<file path="src/eeim_pkg.sv">
// Shared constants and types for the energy event interrupt mask block
package eeim_pkg;

    // Register word indices; byte address is four times the index
    localparam logic [29:0] IDX_EVENT_IRQ_ENABLE_FIRST = 30'h0000E50A;
    localparam logic [29:0] IDX_STATUS0 = 30'h0000E600;
    localparam logic [29:0] IDX_PULSE_CFG = 30'h0000E610;
    localparam logic [29:0] IDX_HALF_CYC = 30'h0000E611;
    localparam logic [29:0] IDX_LINE_CTRL = 30'h0000E612;

    // Event bit positions, shared by mask and status
    localparam int EV_ACT_ENERGY = 0;
    localparam int EV_REACT_ENERGY = 2;
    localparam int EV_APP_ENERGY = 4;
    localparam int EV_LINE_DONE = 5;
    localparam int EV_ACT_SIGN_A = 6;
    localparam int EV_PATH1_SIGN = 9;
    localparam int EV_REACT_SIGN_A = 10;
    localparam int EV_PATH2_SIGN = 13;
    localparam int EV_PULSE_ONE = 14;
    localparam int EV_DSP_DONE = 17;
    localparam int EV_PATH3_SIGN = 18;

    localparam logic [31:0] MASK_DEFINED = 32'h0007FFF5;
    localparam logic [31:0] MASK_RESET = 32'h00000000;
    localparam logic [31:0] STATUS_RESET = 32'h00000000;

    // Pulse configuration layout
    localparam int PULSE_SEL_BASE = 0;
    localparam int PULSE_SEL_W = 3;
    localparam int PULSE_DIS_BASE = 9;
    localparam int PULSE_CFG_W = 12;
    localparam logic [PULSE_CFG_W-1:0] PULSE_CFG_RESET = 12'h000;

    // Line-cycle accumulation
    localparam int HALF_CYC_W = 16;
    localparam logic [HALF_CYC_W-1:0] HALF_CYC_RESET = 16'h00FF;
    localparam int LINE_MODE_BIT = 0;

    // Timing
    localparam int CLK_PERIOD_NS = 20;
    localparam int PULSE_LOW_NS = 200;
    localparam int PULSE_LOW_CYC_I =
        (PULSE_LOW_NS + CLK_PERIOD_NS - 1) / CLK_PERIOD_NS;
    localparam int PULSE_CNT_W = 8;
    localparam logic [PULSE_CNT_W-1:0] PULSE_LOW_CYC =
        PULSE_CNT_W'(PULSE_LOW_CYC_I);

    localparam int NUM_PHASE = 3;
    localparam int NUM_PULSE = 3;
    localparam int NUM_POWER_TYPE = 8;

    typedef enum logic [1:0] {
        PULSE_IDLE = 2'b01,
        PULSE_LOW = 2'b10
    } eeim_pulse_e;

    // Measurement events fed in from the metering datapath
    typedef struct packed {
        logic [NUM_PHASE-1:0] actEnergyMsb;
        logic [NUM_PHASE-1:0] reactEnergyMsb;
        logic [NUM_PHASE-1:0] appEnergyMsb;
        logic [NUM_PHASE-1:0] actSign;
        logic [NUM_PHASE-1:0] reactSign;
        logic [NUM_PULSE-1:0] pathSumSign;
        logic halfCycleTick;
        logic dspDone;
        logic [NUM_POWER_TYPE-1:0] powerPulseReq;
    } eeim_meter_s;

    typedef struct packed {
        logic cyc;
        logic stb;
        logic we;
        logic [31:0] adr;
        logic [3:0] sel;
        logic [31:0] dat;
    } eeim_wbreq_s;

endpackage

</file>
<file path="src/eeim_change_det.sv">
// Per-bit change and falling-edge detector with a priming cycle
`timescale 1ns/1ns
module eeim_change_det #(
    parameter int W = 1
) (
    input wire logic sys_clk,
    input wire logic rst,
    input wire logic [W-1:0] sig,
    output logic [W-1:0] changed,
    output logic [W-1:0] fell
);
    import eeim_pkg::*;

    logic primed;
    logic [W-1:0] prev;

    // First sample after reset only primes the history, no event
    always_ff @(posedge sys_clk or posedge rst) begin
        if (rst) begin
            primed <= 1'b0;
            prev <= '0;
        end else begin
            primed <= 1'b1;
            prev <= sig;
        end
    end

    genvar i;
    generate
        for (i = 0; i < W; i++) begin : g_bit
            assign changed[i] = primed & (sig[i] ^ prev[i]);
            assign fell[i] = primed & prev[i] & ~sig[i];
        end
    endgenerate
endmodule

</file>
<file path="src/energy_event_irq_event_irq_enable_first.sv">
// Event interrupt mask, status, pulse outputs and line-cycle timer
//
// Operation
// - Mask bit 0: active energy bit-30 change
// - Mask bit 2: reactive energy bit-30 change
// - Mask bit 4: apparent energy bit-30 change
// - Mask bit 5: line-cycle integration end
// - Mask bits 6-8: phase active power sign
// - Mask bits 10-12: phase reactive power sign
// - Mask bits 9,13,18: pulse path sum sign
// - Mask bits 14-16: pulse output falling edge
// - Pulse interrupts still raised when output disabled
// - Pulse select fields pick each output's power
// - Mask bit 17: periodic DSP computation done
// - Bits 1,3,31-19 unused; enables reset zero
// - Status flag set on event, held until a status read
//
// Register access over Wishbone was chosen for this implementation.
`timescale 1ns/1ns
module energy_event_irq_event_irq_enable_first (
    input wire logic sys_clk,
    input wire logic rst,
    input wire logic wb_cyc_i,
    input wire logic wb_stb_i,
    input wire logic wb_we_i,
    input wire logic [31:0] wb_adr_i,
    input wire logic [3:0] wb_sel_i,
    input wire logic [31:0] wb_dat_i,
    output logic [31:0] wb_dat_o,
    output logic wb_ack_o,
    input wire eeim_pkg::eeim_meter_s meter,
    output logic pulseOutOneN,
    output logic pulseOutTwoN,
    output logic pulseOutThreeN,
    output logic irqOutFirstN
);
    import eeim_pkg::*;

    // Register state
    logic [31:0] eventIrqEnableFirst;
    logic [31:0] eventStatus;
    logic [PULSE_CFG_W-1:0] pulseOutputConfig;
    logic [HALF_CYC_W-1:0] halfCycleCount;
    logic lineCycleMode;

    // Bus decode
    eeim_wbreq_s req;
    logic busReq;
    logic [29:0] wordIdx;
    logic hitMask;
    logic hitStatus;
    logic hitPulseCfg;
    logic hitHalfCyc;
    logic hitLineCtrl;
    logic wrStrobe;
    logic rdStrobe;
    logic [31:0] byteMask;
    logic [31:0] rdMux;

    assign req = '{cyc: wb_cyc_i, stb: wb_stb_i, we: wb_we_i,
                   adr: wb_adr_i, sel: wb_sel_i, dat: wb_dat_i};
    assign busReq = req.cyc & req.stb & ~wb_ack_o;
    assign wordIdx = req.adr[31:2];
    assign hitMask = (wordIdx == IDX_EVENT_IRQ_ENABLE_FIRST);
    assign hitStatus = (wordIdx == IDX_STATUS0);
    assign hitPulseCfg = (wordIdx == IDX_PULSE_CFG);
    assign hitHalfCyc = (wordIdx == IDX_HALF_CYC);
    assign hitLineCtrl = (wordIdx == IDX_LINE_CTRL);
    assign wrStrobe = busReq & req.we;
    assign rdStrobe = busReq & ~req.we;
    assign byteMask = {{8{req.sel[3]}}, {8{req.sel[2]}},
                       {8{req.sel[1]}}, {8{req.sel[0]}}};

    // Narrow registers widened to the bus word
    logic [31:0] cfgWord;
    logic [31:0] halfWord;
    logic [31:0] ctrlWord;

    assign cfgWord = {{(32-PULSE_CFG_W){1'b0}}, pulseOutputConfig};
    assign halfWord = {{(32-HALF_CYC_W){1'b0}}, halfCycleCount};
    assign ctrlWord = {31'h00000000, lineCycleMode};

    // Unmapped words read zero and ignore writes
    assign rdMux =
        hitMask ? eventIrqEnableFirst :
        hitStatus ? eventStatus :
        hitPulseCfg ? cfgWord :
        hitHalfCyc ? halfWord :
        hitLineCtrl ? ctrlWord :
        32'h00000000;

    // Masked write values
    logic [31:0] next_mask;
    logic [31:0] cfgMerged;
    logic [31:0] halfMerged;
    logic [31:0] ctrlMerged;

    assign next_mask = ((eventIrqEnableFirst & ~byteMask)
                       | (req.dat & byteMask)) & MASK_DEFINED;
    assign cfgMerged = ({{(32-PULSE_CFG_W){1'b0}}, pulseOutputConfig}
                       & ~byteMask) | (req.dat & byteMask);
    assign halfMerged = ({{(32-HALF_CYC_W){1'b0}}, halfCycleCount}
                        & ~byteMask) | (req.dat & byteMask);
    assign ctrlMerged = ({31'h00000000, lineCycleMode} & ~byteMask)
                        | (req.dat & byteMask);

    // Bus answer one cycle after the request is seen
    always_ff @(posedge sys_clk or posedge rst) begin
        if (rst) begin
            wb_ack_o <= 1'b0;
            wb_dat_o <= 32'h00000000;
        end else begin
            wb_ack_o <= busReq;
            if (rdStrobe) begin
                wb_dat_o <= rdMux;
            end
        end
    end

    always_ff @(posedge sys_clk or posedge rst) begin
        if (rst) begin
            eventIrqEnableFirst <= MASK_RESET;
            pulseOutputConfig <= PULSE_CFG_RESET;
            halfCycleCount <= HALF_CYC_RESET;
            lineCycleMode <= 1'b0;
        end else if (wrStrobe) begin
            if (hitMask) begin
                eventIrqEnableFirst <= next_mask;
            end
            if (hitPulseCfg) begin
                pulseOutputConfig <= cfgMerged[PULSE_CFG_W-1:0];
            end
            if (hitHalfCyc) begin
                halfCycleCount <= halfMerged[HALF_CYC_W-1:0];
            end
            if (hitLineCtrl) begin
                lineCycleMode <= ctrlMerged[LINE_MODE_BIT];
            end
        end
    end

    // Line-cycle accumulation timer
    logic [HALF_CYC_W-1:0] halfCycCnt;
    logic [HALF_CYC_W-1:0] next_halfCycCnt;
    logic lineDoneHit;
    logic lineDone;

    assign lineDoneHit = lineCycleMode & meter.halfCycleTick
                         & (halfCycleCount != '0)
                         & (halfCycCnt == halfCycleCount - 1'b1);
    assign next_halfCycCnt = halfCycCnt + 1'b1;

    // A zero count never completes an integration
    always_ff @(posedge sys_clk or posedge rst) begin
        if (rst) begin
            halfCycCnt <= '0;
            lineDone <= 1'b0;
        end else begin
            lineDone <= lineDoneHit;
            if (!lineCycleMode || (wrStrobe && hitHalfCyc)) begin
                halfCycCnt <= '0;
            end else if (lineDoneHit) begin
                halfCycCnt <= '0;
            end else if (meter.halfCycleTick) begin
                halfCycCnt <= next_halfCycCnt;
            end
        end
    end

    // Pulse outputs: internal active-low level per output
    eeim_pulse_e pulseState [NUM_PULSE];
    logic [PULSE_CNT_W-1:0] pulseCnt [NUM_PULSE];
    logic [NUM_PULSE-1:0] pulseLevelN;
    logic [NUM_PULSE-1:0] pulseDisable;
    logic [NUM_PULSE-1:0] pulseSrc;
    logic [NUM_PULSE-1:0] pinLevelN;

    genvar p;
    generate
        for (p = 0; p < NUM_PULSE; p++) begin : g_pulse
            logic [PULSE_SEL_W-1:0] selField;
            assign selField = pulseOutputConfig[PULSE_SEL_BASE
                              + p*PULSE_SEL_W +: PULSE_SEL_W];
            assign pulseSrc[p] = meter.powerPulseReq[selField];
            assign pulseDisable[p] = pulseOutputConfig[PULSE_DIS_BASE + p];
            assign pulseLevelN[p] = (pulseState[p] != PULSE_LOW);

            always_ff @(posedge sys_clk or posedge rst) begin
                if (rst) begin
                    pulseState[p] <= PULSE_IDLE;
                    pulseCnt[p] <= '0;
                end else begin
                    case (pulseState[p])
                        PULSE_IDLE: begin
                            if (pulseSrc[p]) begin
                                pulseState[p] <= PULSE_LOW;
                                pulseCnt[p] <= PULSE_LOW_CYC - 1'b1;
                            end
                        end
                        PULSE_LOW: begin
                            if (pulseCnt[p] == '0) begin
                                pulseState[p] <= PULSE_IDLE;
                            end else begin
                                pulseCnt[p] <= pulseCnt[p] - 1'b1;
                            end
                        end
                        default: begin
                            pulseState[p] <= PULSE_IDLE;
                            pulseCnt[p] <= '0;
                        end
                    endcase
                end
            end

            // Disable only holds the pin high; internal pulse still runs
            always_ff @(posedge sys_clk or posedge rst) begin
                if (rst) begin
                    pinLevelN[p] <= 1'b1;
                end else begin
                    pinLevelN[p] <= pulseLevelN[p] | pulseDisable[p];
                end
            end
        end
    endgenerate

    assign pulseOutOneN = pinLevelN[0];
    assign pulseOutTwoN = pinLevelN[1];
    assign pulseOutThreeN = pinLevelN[2];

    // Change and edge detection on the measurement signals
    localparam int DET_W = 5*NUM_PHASE + 2*NUM_PULSE;
    logic [DET_W-1:0] detIn;
    logic [DET_W-1:0] detChanged;
    logic [DET_W-1:0] detFell;

    // Pulse level on top; only its falling edges become events
    assign detIn = {pulseLevelN, meter.pathSumSign, meter.reactSign,
                    meter.actSign, meter.appEnergyMsb, meter.actEnergyMsb,
                    meter.reactEnergyMsb};

    eeim_change_det #(
        .W(DET_W)
    ) u_det (
        .sys_clk(sys_clk),
        .rst(rst),
        .sig(detIn),
        .changed(detChanged),
        .fell(detFell)
    );

    // Slice views of the detector outputs
    logic [NUM_PHASE-1:0] chReactEnergy;
    logic [NUM_PHASE-1:0] chActEnergy;
    logic [NUM_PHASE-1:0] chAppEnergy;
    logic [NUM_PHASE-1:0] chActSign;
    logic [NUM_PHASE-1:0] chReactSign;
    logic [NUM_PULSE-1:0] chPathSign;
    logic [NUM_PULSE-1:0] pulseFell;

    assign chReactEnergy = detChanged[0 +: NUM_PHASE];
    assign chActEnergy = detChanged[NUM_PHASE +: NUM_PHASE];
    assign chAppEnergy = detChanged[2*NUM_PHASE +: NUM_PHASE];
    assign chActSign = detChanged[3*NUM_PHASE +: NUM_PHASE];
    assign chReactSign = detChanged[4*NUM_PHASE +: NUM_PHASE];
    assign chPathSign = detChanged[5*NUM_PHASE +: NUM_PULSE];
    assign pulseFell = detFell[DET_W - NUM_PULSE +: NUM_PULSE];

    // Event vector in mask layout
    logic [31:0] eventVec;

    always_comb begin
        eventVec = 32'h00000000;
        eventVec[EV_ACT_ENERGY] = |chActEnergy;
        eventVec[EV_REACT_ENERGY] = |chReactEnergy;
        eventVec[EV_APP_ENERGY] = |chAppEnergy;
        eventVec[EV_LINE_DONE] = lineDone;
        eventVec[EV_ACT_SIGN_A +: NUM_PHASE] = chActSign;
        eventVec[EV_REACT_SIGN_A +: NUM_PHASE] = chReactSign;
        eventVec[EV_PATH1_SIGN] = chPathSign[0];
        eventVec[EV_PATH2_SIGN] = chPathSign[1];
        eventVec[EV_PATH3_SIGN] = chPathSign[2];
        // Taken from the internal level, so disable does not hide it
        eventVec[EV_PULSE_ONE +: NUM_PULSE] = pulseFell;
        eventVec[EV_DSP_DONE] = meter.dspDone;
    end

    // Sticky status, cleared by a read; a same-cycle event wins
    logic statusRead;
    logic [31:0] next_status;

    assign statusRead = rdStrobe & hitStatus;
    assign next_status = (statusRead ? STATUS_RESET : eventStatus)
                         | (eventVec & MASK_DEFINED);

    always_ff @(posedge sys_clk or posedge rst) begin
        if (rst) begin
            eventStatus <= STATUS_RESET;
        end else begin
            eventStatus <= next_status;
        end
    end

    // Named enable fields; spare mask bits never reach the request
    logic activeEnergyHalfFullEn;
    logic reactiveEnergyHalfFullEn;
    logic apparentEnergyHalfFullEn;
    logic lineCycleDoneEn;
    logic [NUM_PHASE-1:0] phaseActiveSignEn;
    logic [NUM_PHASE-1:0] phaseReactiveSignEn;
    logic pulsePath1SumSignEn;
    logic pulsePath2SumSignEn;
    logic pulsePath3SumSignEn;
    logic [NUM_PULSE-1:0] pulseOutEn;
    logic dspCycleDoneEn;
    logic [31:0] enableVec;
    logic [31:0] pendingVec;

    assign activeEnergyHalfFullEn = eventIrqEnableFirst[EV_ACT_ENERGY];
    assign reactiveEnergyHalfFullEn = eventIrqEnableFirst[EV_REACT_ENERGY];
    assign apparentEnergyHalfFullEn = eventIrqEnableFirst[EV_APP_ENERGY];
    assign lineCycleDoneEn = eventIrqEnableFirst[EV_LINE_DONE];
    assign phaseActiveSignEn =
        eventIrqEnableFirst[EV_ACT_SIGN_A +: NUM_PHASE];
    assign phaseReactiveSignEn =
        eventIrqEnableFirst[EV_REACT_SIGN_A +: NUM_PHASE];
    assign pulsePath1SumSignEn = eventIrqEnableFirst[EV_PATH1_SIGN];
    assign pulsePath2SumSignEn = eventIrqEnableFirst[EV_PATH2_SIGN];
    assign pulsePath3SumSignEn = eventIrqEnableFirst[EV_PATH3_SIGN];
    assign pulseOutEn = eventIrqEnableFirst[EV_PULSE_ONE +: NUM_PULSE];
    assign dspCycleDoneEn = eventIrqEnableFirst[EV_DSP_DONE];

    always_comb begin
        enableVec = 32'h00000000;
        enableVec[EV_ACT_ENERGY] = activeEnergyHalfFullEn;
        enableVec[EV_REACT_ENERGY] = reactiveEnergyHalfFullEn;
        enableVec[EV_APP_ENERGY] = apparentEnergyHalfFullEn;
        enableVec[EV_LINE_DONE] = lineCycleDoneEn;
        enableVec[EV_ACT_SIGN_A +: NUM_PHASE] = phaseActiveSignEn;
        enableVec[EV_REACT_SIGN_A +: NUM_PHASE] = phaseReactiveSignEn;
        enableVec[EV_PATH1_SIGN] = pulsePath1SumSignEn;
        enableVec[EV_PATH2_SIGN] = pulsePath2SumSignEn;
        enableVec[EV_PATH3_SIGN] = pulsePath3SumSignEn;
        enableVec[EV_PULSE_ONE +: NUM_PULSE] = pulseOutEn;
        enableVec[EV_DSP_DONE] = dspCycleDoneEn;
    end

    // Request level follows unmasked flags
    assign pendingVec = eventStatus & enableVec;
    assign irqOutFirstN = ~|pendingVec;

endmodule

</file>
<file path="config.mk">
export PLATFORM = sky130hd
export DESIGN_NAME = energy_event_irq_event_irq_enable_first
export DESIGN_NICKNAME = d
export VERILOG_FILES = /design/src/eeim_pkg.sv /design/src/eeim_change_det.sv /design/src/energy_event_irq_event_irq_enable_first.sv
export SDC_FILE = /design/constraint.sdc
export NUM_CORES = 1
export LEC_CHECK = 0
export BUFFER_PORTS_ARGS = -buffer_cell sky130_fd_sc_hd__clkbuf_2
export CAP_MARGIN = 40
export CORE_UTILIZATION = 61
export DETAILED_ROUTE_END_ITERATION = 7
export PLACE_DENSITY = 0.95
export REMOVE_ABC_BUFFERS = 1
export SYNTH_ARGS = -nofsm -noshare
export SYNTH_HDL_FRONTEND = slang
export SYNTH_HIERARCHICAL = 1
export SYNTH_SLANG_ARGS = --single-unit
</file>
<file path="constraint.sdc">
create_clock -name sys_clk -period 12.1 [get_ports sys_clk]
set_input_delay 2.42 -clock sys_clk [delete_from_list [all_inputs] [get_ports sys_clk]]
set_output_delay 2.42 -clock sys_clk [all_outputs]
set_load 0.005 [all_outputs]
</file>
==> results of run 1 <==
final timing paths:
| check | from | endpoint | cells after the start |
|---|---|---|---|
| max reg2reg | register | halfCycCnt[1] | 9 |
| min reg2reg | pulseCnt[13] | pulseCnt[13] | 1 |
| max | wb_adr_i[7] | eventStatus[0] | 7 |
| min | pulseCnt[13] | pulseCnt[13] | 1 |
| max in group asynchronous | rst | halfCycCnt[4] | 4 |
| min in group asynchronous | rst | pulseCnt[12] | 2 |
report_power, final:
group          switching, mW  internal, mW  total, mW
clock network          0.221         0.312      0.532
logic                  0.231         0.151      0.382
registers             0.0548         0.591      0.646
total                  0.506          1.05       1.56
cell type report:
class	instances	area [sq um]	area share, %
antenna	1	2.50	0.0269
clock buffer	21	450	4.84
clock inverter	11	134	1.44
inverter	23	88.8	0.955
multi-input combinational	554	3890	41.8
sequential	155	3900	41.9
tap	172	215	2.31
timing repair buffer	116	624	6.71
metal layers:
layer / track usage [%] / routed length, um / vias up / share of wire (%)
li1: - / - / 2962 / -
met3: 8.34 / 1880 / 83 / 9.0
met5: 0 / 0 / - / 0
met4: 19.2 / 978 / 0 / 4.7
met2: 52.4 / 10000 / 419 / 48
met1: 40.3 / 7960 / 3258 / 38
per-stage QoR:
step                      power (mW)  utilization (%)
final                           1.56             72.8
after global routing            1.64             72.8
after CTS                       1.56             72.8
after detailed placement        1.02             68.2
after global placement         0.994             67.8
after floorplan                0.900                -
cell usage in the layout, fill, tap and decap left out, drive strengths merged, types with 13 or more instances in the layout:
cell,n
dfrtp,141
clkbuf,129
nor2,52
nand2,50
mux2,47
o21ai,44
xor2,36
a21oi,33
inv,27
nor3,26
and2,23
a22oi,20
a21o,17
xnor2,16
o31ai,15
dfstp,14
conb,14
nor4,14
mux2i,13
ha,13
==> results.md, run 1 <==
* Outcome: finished clean
* WP data required at 12.41 ns
* Worst Path Buf+Inv at 1
* Final hold vios at 0
* Leak at approximately 4.2 nW
* CP top delay family: simple AND/OR/NAND/NOR gates
* DP Cell Count at 1020
* Worst slew pin tran at 0.798 ns
* Critical path, cell by cell: clkbuf_2 -> nor4_1 -> nand4_1 -> or2_2 -> nor4_4 -> nand2_1 -> a2111o_1
* Placed inst area at 8720 sq um
* Final setup vio count at 0
* Final Non-Filler Cells at between 1000 and 1500
* Core area at approximately 13000 sq um
* Synth Warn # at 6
* Crit path launch type: input port
* CTS resizes at 0
* Maximum VDD drop at 0.208 mV
* Detail Placement HPWL at 14400 um
* Worst setup margin at 7.11 ns
* Final instance area at about 9300 sq um
* Largest net degree at the start of global routing at 66
* Worst setup EP type: register
* Site row count at 41
* Remaining antenna violation count at 0
* GP Congestion at 0.888
* Worst slew margin at 46.8%
* Share of cells above drive strength 1 at a little over a quarter
* Final worst-path cycle share at 41.3%
* Worst EP arrival at ~5.3 ns
* CTS sink count at 155
* Hold slack final at between 0.5 and 0.6 ns
* Ports at 138
* Die area at between 10000 and 15000 sq um
* Slowest CP cell: nor4_4
* DR vias/cell at 6.38
* DR iter-0 viols at roughly 920
* Mapped Area at 8060 sq um
* TritonCTS buffer count at 17
* First-pass GRT wire length at approximately 33000 um
* RSZ-0062 raised after global routing: false
* # port buffers at ~110
* Vias in the first global route at ~6500
* DR WL/cell at 19.8 um
* Syn Area/Cell at 10.5 sq um
* Initial antenna violation count at 0
* Clk slew on worst S/H paths at 0.06 ns
* Clk_lat worst skew at 0.44 ns
* P&R area growth vs syn at 15.5%
* Max-Cap Viols at 0
* Remaining Overflow, GRT at 0
* Hold-fix buffers, CTS at 0
* Pre-CTS setup slack at 6.77 ns
* Final Max Slew Viols at 0
* Clock tree buffer depth at 2
* Post-route minimum period at 4.99 ns
* Post-CTS setup buffers at 0
* CTS tree: done
* DR vias at 6722
* Global Route Usage Sum at 32.7%
* Kind of critical path: input port to register
* Layout Nets at 981
* Setup tns final at 0 ns
* Die X at 117 um
* Cell count after synthesis at 764
* # fillers at 804
* CTS root buf: clkbuf_16
* DRC errors left at 0
* Power Dens Cells at 168 nW/um^2
* Layout Skew at roughly 0.008 ns
* FMAX at 200 MHz
* Worst R2R Setup Slack at 9.26 ns
* Routed WL at 20800 um
* Initial Util at 63.1%
* Die Height at 117 um
* First-pass iteration count of the detailed router at 8
* Critical Path Fanout Max at 17
* Max incr delay on CP at just under 0.6 ns
* Hold Path Class: register to register
* H-tree depth at 4
(Power assumes the default switching activity.)
==> run 2: changes to the inputs <==
CORE_UTILIZATION = 51   (was 61)
PLACE_DENSITY = 0.86   (was 0.95)
clock period = 4.5 ns   (was 12.1 ns; I/O delays follow)
==> run 2 against run 1 <==
Largest cell class unchanged. Critical endpoint is now eventStatus[2]. Design area up 0.55%. Clock skew about the same. Total power rose to 2.6 times the previous value. Non-clock buffer count up 1. Hold slack worse by 0.10 ns. Via count down 6.0%.
==> results.md, run 2 (synthesis gave the netlist of run 1 again) <==
* Outcome: finished clean
* Post-route minimum period at 3.35 ns
* CTS tree: done
* WP data required at 4.81 ns (-7.60 ns)
* Clk_lat worst skew at 0.43 ns (about the same)
* RSZ-0062 raised after global routing: false
* Worst slew pin tran at 0.811 ns (+0.0134 ns)
* Share of cells above drive strength 1 at 26.2% (+0.20 points)
* Pre-CTS setup slack at 0.763 ns (-6.00 ns)
* Site row count at 45 (+9.8%)
* Layout Skew at 0.00845 ns (+0.000494 ns)
* Final setup vio count at 0 (unchanged)
* Initial antenna violation count at 0 (unchanged)
* DR WL/cell at 17.7 um (-11%)
* Max-Cap Viols at 0 (unchanged)
* Critical Path Fanout Max at 17 (unchanged)
* Slowest CP cell: nor4b_1
* DR iter-0 viols at 414 (-55%)
* Crit path launch type: input port
* H-tree depth at 4 (unchanged)
* Worst setup margin at 1.15 ns (-5.96 ns)
* TritonCTS buffer count at 17 (unchanged)
* Core area at 15300 sq um (+20%)
* # port buffers at 108 (unchanged)
* Tot Pwr at 4.10 mW (+160%)
* Hold Path Class: input port to asynchronous set/reset pin
* Die Height at 128 um (+9.2%)
* Remaining antenna violation count at 0 (unchanged)
* Global Route Usage Sum at 24.9% (-7.7 points)
* First-pass iteration count of the detailed router at 5 (-3)
* First-pass GRT wire length at 30900 um (-5.6%)
* Maximum VDD drop at 0.512 mV (+150%)
* Detail Placement HPWL at 14200 um (-1.3%)
* Worst EP arrival at 3.66 ns (-1.65 ns)
* Largest net degree at the start of global routing at 70 (+6.1%)
* DR vias at 6320 (-6.0%)
* Layout Nets at 982 (+0.10%)
* CTS root buf: clkbuf_16
* Setup tns final at 0 ns (unchanged)
* Clk slew on worst S/H paths at 0.07 ns (about the same)
* Final worst-path cycle share at 74.5%
* Ant diodes at 0 (-1)
* Die area at 16300 sq um (+19%)
* Critical path, cell by cell: clkbuf_2 -> nor4b_1 -> nand4_1 -> nor4_4 -> nand2_1 -> a2111o_1
* Routed WL at 19300 um (-7.3%)
* Remaining Overflow, GRT at 0 (unchanged)
* GP Congestion at 0.894 (+0.63%)
* Ports at 138 (unchanged)
* Leak at 4.17 nW (+0.14%)
* Final hold vios at 0 (unchanged)
* DRC errors left at 0 (unchanged)
* Vias in the first global route at 6156 (-5.0%)
* Max incr delay on CP at 0.68 ns (+0.10 ns)
* Kind of critical path: input port to register
* DR vias/cell at 5.79 (-9.3%)
* FMAX at 298 MHz
* Critical Path Start: wb_adr_i[4]
* CTS resizes at 0 (unchanged)
* Most common cell after layout, fill and taps aside: dfrtp_1
* Final Max Slew Viols at 0 (unchanged)
* Power Dens Cells at 439 nW/um^2 (+160%)
* Most frequent cells in the layout: 141 x dfrtp_1, 108 x clkbuf_2, 52 x nor2_1
* Clock tree buffer depth at 2 (unchanged)
* Post-CTS setup buffers at 0 (unchanged)
* Initial Util at 52.6% (-10 points)
* P&R area growth vs syn at 16.1%
* Worst setup EP type: register
* Hold-fix buffers, CTS at 0 (unchanged)
* CTS sink count at 155 (unchanged)
* Worst slew margin at 45.4% (-1.3 points)
* Die X at 128 um (+9.2%)
==> run 2: critical path, delay by kind of cell <==
kind	cells	cell delay (ns)
AOI/OAI and AO/OA	1	0.54
buffers and inverters	1	0.08
and+or+nand+nor	4	2.14
==> run 2: worst paths after layout <==
path | end | slack (ns) | depth (start not counted)
worst min-delay path | eventStatus[6] | 0.40 | 2
min in group sys_clk | wb_ack_o | 0.50 | 1
worst max-delay path | eventStatus[2] | 1.15 | 6
worst max register to register | halfCycCnt[5] | 1.53 | 9
max in group asynchronous | u_det/prev[6] | 3.35 | 2
worst min register to register | wb_ack_o | 0.50 | 1
==> run 2: area by class of cell <==
type                            count  area (sq um)
Tap cell                          211           264
Sequential cell                   155          3900
Multi-Input combinational cell    554          3890
Clock buffer                       21           460
Fill cell                        1258          5960
Timing Repair Buffer              117           644
Clock inverter                     11           109
Inverter                           23          88.8
==> run 2: metrics by stage <==
| stage | instances | instance area, sq um | util [%] | hold WS [ns] |
|---|---|---|---|---|
| after floorplan | 732 | 7860 | - | 0.404 |
| after global placement | 1058 | 8750 | 57.1 | 0.477 |
| after detailed placement | 1060 | 8790 | 57.4 | 0.485 |
| after CTS | 1092 | 9360 | 61.1 | 0.388 |
| after global routing | 1092 | 9360 | 61.1 | 0.400 |
| final | 1092 | 9360 | 61.1 | 0.397 |
==> run 2: routing by layer <==
layer	track usage, %	wire, um	up-vias
met3	6.80	1360	48
met1	31.6	8180	3062
met2	39.8	9060	247
met5	0	0	-
li1	-	-	2963
met4	12.1	697	0
==> run 2: power breakdown <==
group	switching (mW)	total (mW)	internal, mW
clock	0.585	1.38	0.796
combinational	0.590	0.994	0.404
sequential	0.138	1.73	1.59
total	1.31	4.10	2.79
==> run 3: changes to the inputs <==
clock period = 2.8 ns   (was 4.5 ns; I/O delays follow)
==> run 3 against run 2 <==
Via count increased by 2.4%. Critical endpoint is now halfCycCnt[13]. Critical path type is now register to register. Non-clock buffer count increased by 19. Sequential share of layout area decreased by 0.74 points. Critical path depth increased by 3.
==> results.md, run 3 (synthesis gave the netlist of run 1 again) <==
* Outcome: finished clean
* Hold Path Class: input port to register
* GP Congestion at 0.890 (-0.38%)
* DR vias/cell at 5.83 (+0.68%)
* Remaining antenna violation count at 0 (unchanged)
* DR WL/cell at 17.8 um (+0.97%)
* WP data required at 3.10 ns (-1.71 ns)
* Worst setup margin at 0.155 ns (-0.990 ns)
* CTS tree: done
* Worst R2R Setup Slack at 0.16 ns (-1.37 ns)
* Worst EP arrival at 2.94 ns (-0.72 ns)
* Highest routed layer: met4
* Clock network fraction of total power at 34.7% (+1.0 points)
* Hold EP: u_det/prev[2]
* Core area at 15300 sq um (unchanged)
* First-pass GRT wire length at 31900 um (+3.3%)
* Met1 Routed Length at 7920 um (-3.1%)
* Clock tree buffer depth at 2 (unchanged)
* Initial Util at 52.6% (unchanged)
* Most common cell after layout, fill and taps aside: dfrtp_1
* Ant diodes at 0 (unchanged)
* Final Max Slew Viols at 0 (unchanged)
* Layout Nets at 1001 (+1.9%)
* H-tree depth at 4 (unchanged)
* CTS root buf: clkbuf_16
* Tot Pwr at 6.74 mW (+64%)
* Worst slew margin at 45.2% (-0.26 points)
* Power Dens Cells at 708 nW/um^2 (+61%)
* Maximum VDD drop at 0.694 mV (+35%)
* Terminus of the critical flop-to-flop path: halfCycCnt[13]
* Final hold vios at 0 (unchanged)
* Clk slew on worst S/H paths at 0.07 ns (about the same)
* # fillers at 1230 (-2.2%)
* Share of cells above drive strength 1 at 28.1% (+1.9 points)
* Logic pwr share at 24.1% (about the same)
* Final setup vio count at 0 (unchanged)
* Remaining Overflow, GRT at 0 (unchanged)
* Final worst-path cycle share at 94.5%
* Die Height at 128 um (unchanged)
* Global Route Usage Sum at 25.7% (+0.79 points)
* DR vias at 6474 (+2.4%)
* Layout Skew at 0.00895 ns (+0.000496 ns)
* R2R depth at 9 (unchanged)
* Pre-CTS setup slack at -0.0129 ns (-0.776 ns)
* Routed WL at 19800 um (+2.7%)
* Total internal power at 4.57 mW (+64%)
* Crit path launch type: register
* DRC errors left at 0 (unchanged)
* Detail Placement HPWL at 14600 um (+2.8%)
* Site row count at 45 (unchanged)
* Switch share at 32.2% (+0.18 points)
* Sequential share of power at 41.2% (-0.9 points)
* Most frequent cells in the layout: 141 x dfrtp_1, 108 x clkbuf_2, 52 x nor2_1
* Final Util at 62.2% (+1.1 points)
* DR iter-0 viols at 572 (+38%)
* Die X at 128 um (unchanged)
* HP Start: meter[24]
* Vias in the first global route at 6542 (+6.3%)
* Clk_lat worst skew at 0.42 ns (about the same)
* Worst slew pin tran at 0.822 ns (+0.0105 ns)
* Critical Path Fanout Max at 15 (-2)
* Worst setup EP type: register
* First-pass iteration count of the detailed router at 7 (+2)
* RSZ-0062 raised after global routing: false
* TritonCTS buffer count at 17 (unchanged)
* # port buffers at 108 (unchanged)
* Largest net degree at the start of global routing at 134 (+91%)
* P&R area growth vs syn at 18.2%
* Hold slack final at 0.269 ns (-0.127 ns)
* Sw power at 2.17 mW (+65%)
* FMAX at 378 MHz
* Ports at 138 (unchanged)
* Final Non-Filler Cells at 1111 (+1.7%)
* CTS sink count at 155 (unchanged)
* Hold-fix buffers, CTS at 0 (unchanged)
* DP Cell Count at 1079 (+1.8%)
* Hold Crit Depth at 1
* Post-route minimum period at between 2 and 3 ns
* Die area at 16300 sq um (unchanged)
* Max-Cap Viols at 0 (unchanged)
* Kind of critical path: register to register
* Initial antenna violation count at 0 (unchanged)
* Leak at 4.29 nW (+2.9%)
* WL met3 at 1480 um (+8.4%)
* Met2 routed WL at 9650 um (+6.5%)
-- run 3: cell count changes in the layout (fill, tap and decap cells not counted), sizes merged --
cell      before  now
clkinvlp       4    0
clkinv         2    4
clkbuf       129  125
inv           27   32
bufinv         1    2
buf            9   28
-- run 3: metrics by stage --
| step | setup TNS (ns) | instance area (sq um) |
|---|---|---|
| 6_report | 0 | 9530 |
| 5_1_grt | 0 | 9530 |
| 4_1_cts | 0 | 9520 |
| 3_5_place_dp | -0.0522 | 8920 |
| 3_3_place_gp | 0 | 8920 |
| 2_1_floorplan | -206.90 | 7860 |
-- run 3: final cells by class --
type                       count  area (sq um)  area share, %
inverter                      23          88.8          0.933
clock inverter                15           176           1.85
timing repair buffer         136           779           8.18
clock buffer                  17           425           4.47
sequential                   155          3900           40.9
tap                          211           264           2.77
multi-input combinational    554          3890           40.9
-- run 3: metal layers --
metal / vias up / GRT usage, %
met3: 48 / 7.60
met4: 0 / 12.4
met2: 268 / 42.3
met5: - / 0
met1: 3159 / 31.2
li1: 2999 / -
-- run 3: how the worst max path moves through the flow --
stage / from / endpoint / slack (ns)
5_1_grt: register / halfCycCnt[13] / 0.02
3_3_place_gp: wb_adr_i[7] / register / 0.03
3_5_place_dp: wb_adr_i[7] / register / -0.01
6_report: register / halfCycCnt[13] / 0.16
2_1_floorplan: wb_cyc_i / eventStatus[0] / -1.35
4_1_cts: register / halfCycCnt[13] / 0.09
-- run 3: what timing repair did --
action / 4_1_cts / 5_1_grt
buffers inserted: 0 / 0
gates resized for setup: 0 / 2
endpoints found under the setup margin: 0 / 15
-- run 3: worst max-delay path, cell delays in order, from the launching register on --
cell	delay (ns)
dfstp_2	0.41
inv_1	0.13
ha_2	0.24
or3b_2	0.50
or3_1	0.35
o31ai_1	0.24
o211ai_1	0.16
nor4_4	0.20
buf_6	0.22
nor3_1	0.07
-- run 3: power by group through the flow --
stage	Combinational (mW)	Sequential (mW)	Clock, mW
floorplan	1.13	2.76	0
CTS	1.63	2.78	2.37
finish	1.62	2.78	2.34
global route	1.86	2.83	2.47
detailed placement	1.62	2.81	0
global placement	1.53	2.80	0
